### src/common/wcs_pkg.sv
// constants and types of the watchdog and clock output source selection block
package wcs_pkg;

	// ----------------------------------------------------------------
	// register byte addresses
	// ----------------------------------------------------------------
	localparam logic [31:0] WCS_WDT_CHOICE_ADDR = 32'h400480d0;
	localparam logic [31:0] WCS_WDT_APPLY_ADDR  = 32'h400480d4;
	localparam logic [31:0] WCS_WDT_RATIO_ADDR  = 32'h400480d8;
	localparam logic [31:0] WCS_CKO_CHOICE_ADDR = 32'h400480e0;
	localparam logic [31:0] WCS_CKO_APPLY_ADDR  = 32'h400480e4;
	localparam logic [31:0] WCS_CKO_RATIO_ADDR  = 32'h400480e8;

	// ----------------------------------------------------------------
	// field layout and reset values
	// ----------------------------------------------------------------
	localparam int          WCS_CHOICE_W     = 2;
	localparam int          WCS_RATIO_W      = 8;
	localparam int          WCS_APPLY_BIT    = 0;
	localparam logic [1:0]  WCS_CHOICE_RST   = 2'h0;
	localparam logic        WCS_APPLY_RST    = 1'h0;
	localparam logic [7:0]  WCS_RATIO_RST    = 8'h00;
	localparam logic [7:0]  WCS_RATIO_OFF    = 8'h00;
	localparam logic [7:0]  WCS_RATIO_BYPASS = 8'h01;
	localparam logic [31:0] WCS_READ_NONE    = 32'h00000000;

	// ----------------------------------------------------------------
	// source levels vector: bit index per oscillator
	// ----------------------------------------------------------------
	localparam int          WCS_SRC_N    = 4;
	localparam int          WCS_SRC_IRC  = 0;
	localparam int          WCS_SRC_SYS  = 1;
	localparam int          WCS_SRC_WDO  = 2;
	localparam int          WCS_SRC_MAIN = 3;

	// selector codes
	localparam logic [1:0]  WCS_SEL_0 = 2'h0;
	localparam logic [1:0]  WCS_SEL_1 = 2'h1;
	localparam logic [1:0]  WCS_SEL_2 = 2'h2;
	localparam logic [1:0]  WCS_SEL_3 = 2'h3;

	// ----------------------------------------------------------------
	// state carriers
	// ----------------------------------------------------------------
	typedef struct packed {
		logic [WCS_CHOICE_W-1:0] choice;
		logic                    apply;
		logic [WCS_RATIO_W-1:0]  ratio;
		logic [WCS_CHOICE_W-1:0] applied;
		logic [WCS_CHOICE_W-1:0] target;
		logic                    pend;
		logic [WCS_RATIO_W-1:0]  cnt;
		logic                    out;
	} wcs_path_t;

	typedef struct packed {
		wcs_path_t              wdt;
		wcs_path_t              cko;
		logic [WCS_SRC_N-1:0]   prev;
		logic [31:0]            rdata;
		logic                   rerr;
	} wcs_state_t;

	localparam wcs_path_t  WCS_PATH_RST  = '{choice: WCS_CHOICE_RST, apply: WCS_APPLY_RST, ratio: WCS_RATIO_RST,
		applied: WCS_CHOICE_RST, target: WCS_CHOICE_RST, pend: 1'b0, cnt: 8'h00, out: 1'b0};
	localparam wcs_state_t WCS_STATE_RST = '{wdt: WCS_PATH_RST, cko: WCS_PATH_RST, prev: 4'h0,
		rdata: WCS_READ_NONE, rerr: 1'b0};

endpackage

### src/design/wcs_clock_select.sv
// watchdog clock and clock output source selection, division and apb registers
//
// Behaviour
// - the watchdog source selector picks rc oscillator (0), main clock (1), watchdog oscillator (2), 3 reserved, reset 0.
// - a new watchdog selection is applied only on a zero-to-one write of the watchdog apply bit, which resets to zero.
// - the watchdog clock is divided by the 8-bit ratio, zero stops it, and the ratio resets to zero.
// - the output selector picks rc oscillator (0), system oscillator (1), watchdog oscillator (2), main clock (3).
// - the output path switches source only on a zero-to-one write of the output apply bit.
// - the output clock is divided by the 8-bit ratio, zero disables it, and the ratio resets to zero.
// - the clock output pin carries the divided clock of the source currently applied on the output path.
`timescale 1ns/1ns
module wcs_clock_select (
	// clock and reset
	input  wire logic        MCLK,
	input  wire logic        RST_N,
	// apb slave
	input  wire logic        PSEL,
	input  wire logic        PENABLE,
	input  wire logic        PWRITE,
	input  wire logic [31:0] PADDR,
	input  wire logic [31:0] PWDATA,
	output logic             PREADY,
	output logic      [31:0] PRDATA,
	output logic             PSLVERR,
	// oscillator levels, sampled on MCLK
	input  wire logic        INTERNAL_RC_OSC,
	input  wire logic        SYS_OSC,
	input  wire logic        WDT_OSC,
	input  wire logic        MAIN_CLK,
	// divided clocks
	output logic             WATCHDOG_TICK_CLOCK,
	output logic             CLOCK_OUT
);

	// ----------------------------------------------------------------
	// state
	// ----------------------------------------------------------------
	wcs_pkg::wcs_state_t st_r;
	wcs_pkg::wcs_state_t st_nxt;

	logic [wcs_pkg::WCS_SRC_N-1:0] lvl;
	logic [wcs_pkg::WCS_SRC_N-1:0] rise;
	logic                          setup_ph;
	logic                          wr_acc;

	assign lvl      = {MAIN_CLK, WDT_OSC, SYS_OSC, INTERNAL_RC_OSC};
	assign rise     = lvl & ~st_r.prev;
	assign setup_ph = PSEL & ~PENABLE;
	assign wr_acc   = PSEL & PENABLE & PWRITE;

	// ----------------------------------------------------------------
	// helpers
	// ----------------------------------------------------------------
	// pick one source bit; the two paths map codes differently
	function automatic logic pick(input logic is_wdt, input logic [1:0] sel, input logic [3:0] v);
		logic r;
		r = 1'b0;
		unique case (sel)
			wcs_pkg::WCS_SEL_0: r = v[wcs_pkg::WCS_SRC_IRC];
			wcs_pkg::WCS_SEL_1: r = is_wdt ? v[wcs_pkg::WCS_SRC_MAIN] : v[wcs_pkg::WCS_SRC_SYS];
			wcs_pkg::WCS_SEL_2: r = v[wcs_pkg::WCS_SRC_WDO];
			wcs_pkg::WCS_SEL_3: r = is_wdt ? 1'b0 : v[wcs_pkg::WCS_SRC_MAIN];
		endcase
		return r;
	endfunction

	// register writes of one path
	function automatic wcs_pkg::wcs_path_t reg_write(input wcs_pkg::wcs_path_t p, input logic hit_sel,
		input logic hit_apply, input logic hit_ratio, input logic [31:0] wd);
		wcs_pkg::wcs_path_t q;
		q = p;
		if (hit_sel) begin
			q.choice = wd[wcs_pkg::WCS_CHOICE_W-1:0];
		end
		if (hit_ratio) begin
			q.ratio = wd[wcs_pkg::WCS_RATIO_W-1:0];
		end
		if (hit_apply) begin
			q.apply = wd[wcs_pkg::WCS_APPLY_BIT];
			if (!p.apply && wd[wcs_pkg::WCS_APPLY_BIT]) begin
				q.target = p.choice;
				q.pend   = 1'b1;
			end
		end
		return q;
	endfunction

	// one clock step of a path: glitch-free switch, then divider
	function automatic wcs_pkg::wcs_path_t clk_step(input wcs_pkg::wcs_path_t p, input logic is_wdt,
		input logic [3:0] v, input logic [3:0] r);
		wcs_pkg::wcs_path_t q;
		logic               cur;
		logic               cur_rise;
		logic               nw;
		logic [8:0]         sum;
		logic [7:0]         half;
		logic [7:0]         cnt_n;
		q        = p;
		cur      = pick(is_wdt, p.applied, v);
		cur_rise = pick(is_wdt, p.applied, r);
		nw       = pick(is_wdt, p.target, v);
		sum      = {1'b0, p.ratio} + 9'h001;
		half     = sum[8:1];
		cnt_n    = 8'h00;
		if (p.pend && !p.out && !cur && !nw) begin
			q.applied = p.target;
			q.pend    = 1'b0;
			q.cnt     = 8'h00;
		end
		if (p.ratio == wcs_pkg::WCS_RATIO_OFF) begin
			q.out = 1'b0;
			q.cnt = 8'h00;
		end else if (p.ratio == wcs_pkg::WCS_RATIO_BYPASS) begin
			q.out = cur;
			q.cnt = 8'h00;
		end else if (cur_rise) begin
			// a shrunk ratio may leave cnt beyond the top; wrap then too
			if (p.cnt >= p.ratio - 8'h01) begin
				cnt_n = 8'h00;
			end else begin
				cnt_n = p.cnt + 8'h01;
			end
			q.cnt = cnt_n;
			q.out = (cnt_n < half);
		end
		return q;
	endfunction

	// read value at an address
	function automatic logic [31:0] rd_value(input wcs_pkg::wcs_state_t s, input logic [31:0] a);
		logic [31:0] d;
		d = wcs_pkg::WCS_READ_NONE;
		unique case (a)
			wcs_pkg::WCS_WDT_CHOICE_ADDR: d = {30'h0, s.wdt.choice};
			wcs_pkg::WCS_WDT_APPLY_ADDR:  d = {31'h0, s.wdt.apply};
			wcs_pkg::WCS_WDT_RATIO_ADDR:  d = {24'h0, s.wdt.ratio};
			wcs_pkg::WCS_CKO_CHOICE_ADDR: d = {30'h0, s.cko.choice};
			wcs_pkg::WCS_CKO_APPLY_ADDR:  d = {31'h0, s.cko.apply};
			wcs_pkg::WCS_CKO_RATIO_ADDR:  d = {24'h0, s.cko.ratio};
			default:                      d = wcs_pkg::WCS_READ_NONE;
		endcase
		return d;
	endfunction

	function automatic logic mapped(input logic [31:0] a);
		return (a == wcs_pkg::WCS_WDT_CHOICE_ADDR) || (a == wcs_pkg::WCS_WDT_APPLY_ADDR)
			|| (a == wcs_pkg::WCS_WDT_RATIO_ADDR) || (a == wcs_pkg::WCS_CKO_CHOICE_ADDR)
			|| (a == wcs_pkg::WCS_CKO_APPLY_ADDR) || (a == wcs_pkg::WCS_CKO_RATIO_ADDR);
	endfunction

	// ----------------------------------------------------------------
	// next state
	// ----------------------------------------------------------------
	always_comb begin
		st_nxt      = st_r;
		st_nxt.prev = lvl;
		// clock paths step first, so a write this cycle lands on top
		st_nxt.wdt  = clk_step(st_r.wdt, 1'b1, lvl, rise);
		st_nxt.cko  = clk_step(st_r.cko, 1'b0, lvl, rise);
		if (wr_acc) begin
			st_nxt.wdt = reg_write(st_nxt.wdt, PADDR == wcs_pkg::WCS_WDT_CHOICE_ADDR,
				PADDR == wcs_pkg::WCS_WDT_APPLY_ADDR, PADDR == wcs_pkg::WCS_WDT_RATIO_ADDR, PWDATA);
			st_nxt.cko = reg_write(st_nxt.cko, PADDR == wcs_pkg::WCS_CKO_CHOICE_ADDR,
				PADDR == wcs_pkg::WCS_CKO_APPLY_ADDR, PADDR == wcs_pkg::WCS_CKO_RATIO_ADDR, PWDATA);
		end
		// read data and error captured in setup, held through access
		if (setup_ph) begin
			st_nxt.rdata = PWRITE ? wcs_pkg::WCS_READ_NONE : rd_value(st_r, PADDR);
			st_nxt.rerr  = ~mapped(PADDR);
		end
	end

	always_ff @(posedge MCLK) begin
		if (!RST_N) begin
			st_r <= wcs_pkg::WCS_STATE_RST;
		end else begin
			st_r <= st_nxt;
		end
	end

	// ----------------------------------------------------------------
	// outputs
	// ----------------------------------------------------------------
	// zero wait states: every access completes in its first access cycle
	assign PREADY  = 1'b1;
	assign PRDATA  = st_r.rdata;
	assign PSLVERR = st_r.rerr & PSEL & PENABLE;
	assign WATCHDOG_TICK_CLOCK = st_r.wdt.out;
	assign CLOCK_OUT = st_r.cko.out;

	// ----------------------------------------------------------------
	// assertions
	// ----------------------------------------------------------------
	property p_wdt_irc_bypass;
		@(posedge MCLK) disable iff (!RST_N)
		(st_r.wdt.ratio == 8'h01 && st_r.wdt.applied == 2'h0 && !st_r.wdt.pend) |=>
			(WATCHDOG_TICK_CLOCK == $past(INTERNAL_RC_OSC));
	endproperty
	a_wdt_irc_bypass: assert property (p_wdt_irc_bypass) else $error("watchdog clock does not follow rc osc");

	property p_wdt_main_bypass;
		@(posedge MCLK) disable iff (!RST_N)
		(st_r.wdt.ratio == 8'h01 && st_r.wdt.applied == 2'h1 && !st_r.wdt.pend) |=>
			(WATCHDOG_TICK_CLOCK == $past(MAIN_CLK));
	endproperty
	a_wdt_main_bypass: assert property (p_wdt_main_bypass) else $error("watchdog clock misses main clock");

	property p_wdt_apply;
		@(posedge MCLK) disable iff (!RST_N)
		(wr_acc && PADDR == wcs_pkg::WCS_WDT_APPLY_ADDR && PWDATA[0] && !st_r.wdt.apply) |=>
			(st_r.wdt.pend && st_r.wdt.target == $past(st_r.wdt.choice));
	endproperty
	a_wdt_apply: assert property (p_wdt_apply) else $error("watchdog apply edge not taken");

	property p_wdt_no_apply;
		@(posedge MCLK) disable iff (!RST_N)
		(!st_r.wdt.pend && !(wr_acc && PADDR == wcs_pkg::WCS_WDT_APPLY_ADDR && PWDATA[0] && !st_r.wdt.apply)) |=>
			$stable(st_r.wdt.applied);
	endproperty
	a_wdt_no_apply: assert property (p_wdt_no_apply) else $error("watchdog source changed without apply edge");

	property p_wdt_off;
		@(posedge MCLK) disable iff (!RST_N)
		(st_r.wdt.ratio == 8'h00) [*2] |-> !WATCHDOG_TICK_CLOCK;
	endproperty
	a_wdt_off: assert property (p_wdt_off) else $error("watchdog clock runs with ratio zero");

	property p_cko_main_bypass;
		@(posedge MCLK) disable iff (!RST_N)
		(st_r.cko.ratio == 8'h01 && st_r.cko.applied == 2'h3 && !st_r.cko.pend) |=>
			(CLOCK_OUT == $past(MAIN_CLK));
	endproperty
	a_cko_main_bypass: assert property (p_cko_main_bypass) else $error("clock out does not follow main clock");

	property p_cko_apply;
		@(posedge MCLK) disable iff (!RST_N)
		(wr_acc && PADDR == wcs_pkg::WCS_CKO_APPLY_ADDR && PWDATA[0] && !st_r.cko.apply) |=>
			(st_r.cko.pend && st_r.cko.target == $past(st_r.cko.choice));
	endproperty
	a_cko_apply: assert property (p_cko_apply) else $error("clock out apply edge not taken");

	property p_cko_off;
		@(posedge MCLK) disable iff (!RST_N)
		(st_r.cko.ratio == 8'h00) ##1 (st_r.cko.ratio == 8'h00) |-> (CLOCK_OUT == 1'b0);
	endproperty
	a_cko_off: assert property (p_cko_off) else $error("clock out runs with ratio zero");

	property p_cko_div2;
		@(posedge MCLK) disable iff (!RST_N)
		(st_r.cko.ratio == 8'h02 && $past(st_r.cko.ratio) == 8'h02 && !st_r.cko.pend && $changed(CLOCK_OUT)) |->
			$past(pick(1'b0, st_r.cko.applied, rise));
	endproperty
	a_cko_div2: assert property (p_cko_div2) else $error("clock out toggled without a source edge");

	property p_cko_no_runt;
		@(posedge MCLK) disable iff (!RST_N)
		$changed(st_r.cko.applied) |-> (!CLOCK_OUT && !$past(CLOCK_OUT));
	endproperty
	a_cko_no_runt: assert property (p_cko_no_runt) else $error("clock out source switched while high");

	property p_rd_reserved;
		@(posedge MCLK) disable iff (!RST_N)
		(setup_ph && !PWRITE && PADDR == wcs_pkg::WCS_WDT_RATIO_ADDR) |=>
			(PRDATA[31:8] == 24'h0 && PRDATA[7:0] == $past(st_r.wdt.ratio) && !PSLVERR);
	endproperty
	a_rd_reserved: assert property (p_rd_reserved) else $error("ratio readback wrong or reserved bits set");

	property p_unmapped;
		@(posedge MCLK) disable iff (!RST_N)
		(setup_ph && !mapped(PADDR)) ##1 (PSEL && PENABLE) |-> (PSLVERR && PRDATA == 32'h0);
	endproperty
	a_unmapped: assert property (p_unmapped) else $error("unmapped access not flagged");

endmodule

### config.mk
export PLATFORM = sky130hd
export DESIGN_NAME = wcs_clock_select
export DESIGN_NICKNAME = d
export VERILOG_FILES = /design/src/common/wcs_pkg.sv /design/src/design/wcs_clock_select.sv
export SDC_FILE = /design/constraint.sdc
export NUM_CORES = 1
export LEC_CHECK = 0
export ABC_AREA = 1
export BUFFER_PORTS_ARGS = -buffer_cell sky130_fd_sc_hd__buf_2
export CORE_MARGIN = 1
export CORE_UTILIZATION = 40
export CTS_CLUSTER_DIAMETER = 50
export DETAILED_ROUTE_END_ITERATION = 12
export GPL_ROUTABILITY_DRIVEN = 1
export SETUP_SLACK_MARGIN = 0.02
export SLEW_MARGIN = 0
export SYNTH_ARGS = -nofsm -noshare
export SYNTH_HDL_FRONTEND = slang
export SYNTH_SLANG_ARGS = --single-unit
### constraint.sdc
create_clock -name MCLK -period 6.6 [get_ports MCLK]
set_clock_uncertainty 0.15 [all_clocks]
set_input_delay 0.33 -clock MCLK [delete_from_list [all_inputs] [get_ports MCLK]]
set_output_delay 0.33 -clock MCLK [all_outputs]
set_load 0.05 [all_outputs]
==> run_results.csv <==
group,metric,value,unit
synth,synth_flop_cell,"dfxtp_1",
synth,avgSynthCellArea,6.770,µm²
timing,tightest_slew,0.6394,ns
clock_tree,htreeDepth,3,
critical_path,crit_start,"st_r[51]",
floorplanning,start_util,41.21,%
synth,synth_top_family_by_area,"simple AND/OR/NAND/NOR gates",
global_routing,use_met2,29.77,%
min_path,worstHoldStart,"WDT_OSC",
clock_tree,cts_tree,"built",
clock_tree,cts_resized,0,
synth,yosysMostFrequentCell,"nand2_1",
timing,hold_violations,0,
critical_path,crit_arrival,3.74,ns
cells_and_area,n_fill_cell,1152,
clock_tree,ctsLongestPathBuffers,2,
clock_tree,post-cts-setup-buffers,0,
synth,ys_seq_area_share,26.69,%
critical_path,cp.required,6.72,ns
synth,synth_area_leader_cell,"dfxtp_1",
cells_and_area,layout.nets,858,
synth,ys_ff_latch,63,
power_and_ir_drop,power,0.9822,mW
synth,synth_common_cells,"nand2_1, inv_1, nor2_1",
global_routing,grt_util_met1,23.57,%
timing,max_slew_margin,57.23,%
route,wl_per_cell,12.17,µm
synth,muxShareOfSynthArea,0,%
global_routing,grt_max_degree,35,
global_routing,grt-ovfl-total,0,
power_and_ir_drop,p_per_area,185.8,nW/µm²
timing,setup_viol,0,
synth,synth_area_leaders,"dfxtp_1, nand2_1, ha_1",
clock_tree,cts_made_buffers,9,
route,vias,4393,
route,firstDrtPassIters,4,
critical_path,max_stage_delay,0.37,ns
global_routing,grt_pass1_vias,4038,
clock_tree,worst_setup_hold_path_clk_slew,0.06,ns
synth,synth_compound_area_share,14.59,%
global_routing,grt_pass1_wl,18.29,mm
synth,synth-xor-area-share,4.633,%
place,port_buffers,59,
clock_tree,clock-root-buffer,"clkbuf_16",
timing,fmax,276.4,MHz
critical_path,path_class,"reg2reg",
synth,syn-instance-count,698,
synth,synth_edf_count,0,
synth,syn_area,4726,µm²
power_and_ir_drop,cellLeakagePower,2.521,nW
timing,finalCriticalPeriod,3.618,ns
power_and_ir_drop,ir_drop,0.0001162,V
synth,ys.warnings.count,0,
critical_path,critical_path.cell_chain,"inv_1, nand3_1, nor2_1, inv_1, nor2_1, xor2_1, ha_1, a21o_1, nor2_1, nand2_1, nor3b_1, ha_1, a21oi_1, nor2_1, nor2_1, nor2_1, nor4_1, nand2_1, a21oi_1",
flow_run,cap_violations,0,
critical_path,crit_path_max_fanout,7,
global_routing,use_met3,3.062,%
route,routed_wl,10.87,mm
timing,finalSetupTns,0,ns
timing,timing.final.crit_share,54.81,%
critical_path,setup.worst_path.end_class,"flip-flop",
critical_path,cpMostUsedCell,"nor2_1",
critical_path,cp-start-kind,"flip-flop",
synth,synth-async-reset-ratio,0,%
route,drt_drc_violations_left,0,
route,detail_route.iter0.violations,209,
floorplanning,core,11470,µm²
min_path,hold_class,"in2reg",
route,routed_via_density,4.919,
status,outcome,"finished clean",
cells_and_area,final_util,46.11,%
timing,slew_violations,0,
clock_tree,postCtsHoldBufs,0,
floorplanning,die_x,110.7,µm
cells_and_area,drive_gt1_share,16.00,%
route,drtAntennaViolNets,0,
global_routing,grt_usage,18.39,%
synth,ys_types,41,
critical_path,r2r_start,"st_r[51]",
place,hpwl,8.731,mm
critical_path,critPathSlowestCell,"dfxtp_1",
synth,synth_fa_ha_area_share,10.59,%
clock_tree,clk_latency,0.34,ns
floorplanning,io_pins,109,
timing,grt_setup_unrepaired,"false",
global_routing,busiest_layer,"met2",
cells_and_area,syn2layout_area_growth,11.89,%
place,gp_congestion,0.8598,
synth,yosys.area_share.simple,28.70,%
clock_tree,cts.sinks,63,
floorplanning,rows,39,
cells_and_area,n_antenna_cell,0,
floorplanning,chipHeight,110.7,µm
synth,yosys.area.top_type_share,26.69,%
floorplanning,die_area,12250,µm²
global_routing,antenna_found_initial,0,
## cell usage in the layout (no fill, tap or decap), drive strengths merged, types with 6 or more instances in the layout
cell    count
buf        59
nor2       78
nand4       7
o21ai      40
inv        99
dfxtp      63
ha         40
nand2     142
nor3       24
xor2       21
conb       25
o22ai       6
nand3      38
a21oi      65
clkbuf      9
## where the power goes
| part | switching (mW) | total [mW] | leakage (nW) | internal (mW) |
|---|---|---|---|---|
| Combinational | 0.0620 | 0.0790 | 1.85 | 0.0170 |
| Clock | 0.189 | 0.520 | 0.160 | 0.332 |
| Sequential | 0.000796 | 0.383 | 0.508 | 0.382 |
| Total | 0.252 | 0.982 | 2.52 | 0.731 |
## layout make-up
class	instances	area [µm²]	share of cell area, %
clock inverters	7	96.34	1.822
flip-flops and latches	63	1261	23.85
multi-input cells	513	2859	54.07
inverters	99	371.6	7.028
clock buffers	9	225.2	4.259
repair buffers	59	295.3	5.584
well taps	143	178.9	3.384
## flip-flops by register name, indices dropped and copies added (netlist names)
name	flops
WATCHDOG_TICK_CLOCK	1
PRDATA	8
CLOCK_OUT	1
st_r	53
## critical path: cells and delay by family, from the launching register on
kind	cells	cell delay (ns)
adder cells (fa/ha/maj)	2	0.58
flip-flops	1	0.37
AO/OA/AOI/OAI	3	0.44
AND/OR/NAND/NOR	11	1.55
XOR/XNOR	1	0.20
buffers and inverters	2	0.25
## worst paths after layout
| path | slack [ns] | endpoint | cells past startpoint |
|---|---|---|---|
| setup / recovery | 2.98 | CLOCK_OUT | 19 |
| hold / removal | 0.04 | st_r[35] | 3 |
| setup reg to reg | 2.98 | CLOCK_OUT | 19 |
| hold reg to reg | 0.31 | PRDATA[6] | 2 |
## kinds of logic (layout without fill, tap and decap cells)
group	count (synthesis)	count (layout)
AND/OR/NAND/NOR	297	297
buffers and inverters	145	174
AO/OA/AOI/OAI	126	126
flip-flops	63	63
adder cells (fa/ha/maj)	40	40
XOR/XNOR	25	25
other	2	25
## per-layer routing
metal	up-vias	share of wire, %
li1	2314	-
met1	1944	49
met2	112	44
met3	23	3.7
met4	0	3.0
met5	-	0
## stage by stage
step                hold slack [ns]  cells  area (µm²)  worst slack (ns)
CTS                         0.02932    893        5288             2.970
global route                0.05320    893        5288             2.541
floorplan                    0.2735    721        4812             3.512
finish                      0.03703    893        5288             2.982
global placement             0.3044    877        4966             3.066
detailed placement           0.3101    877        4966             3.002
Note: power is estimated with default switching activity, not from simulation.
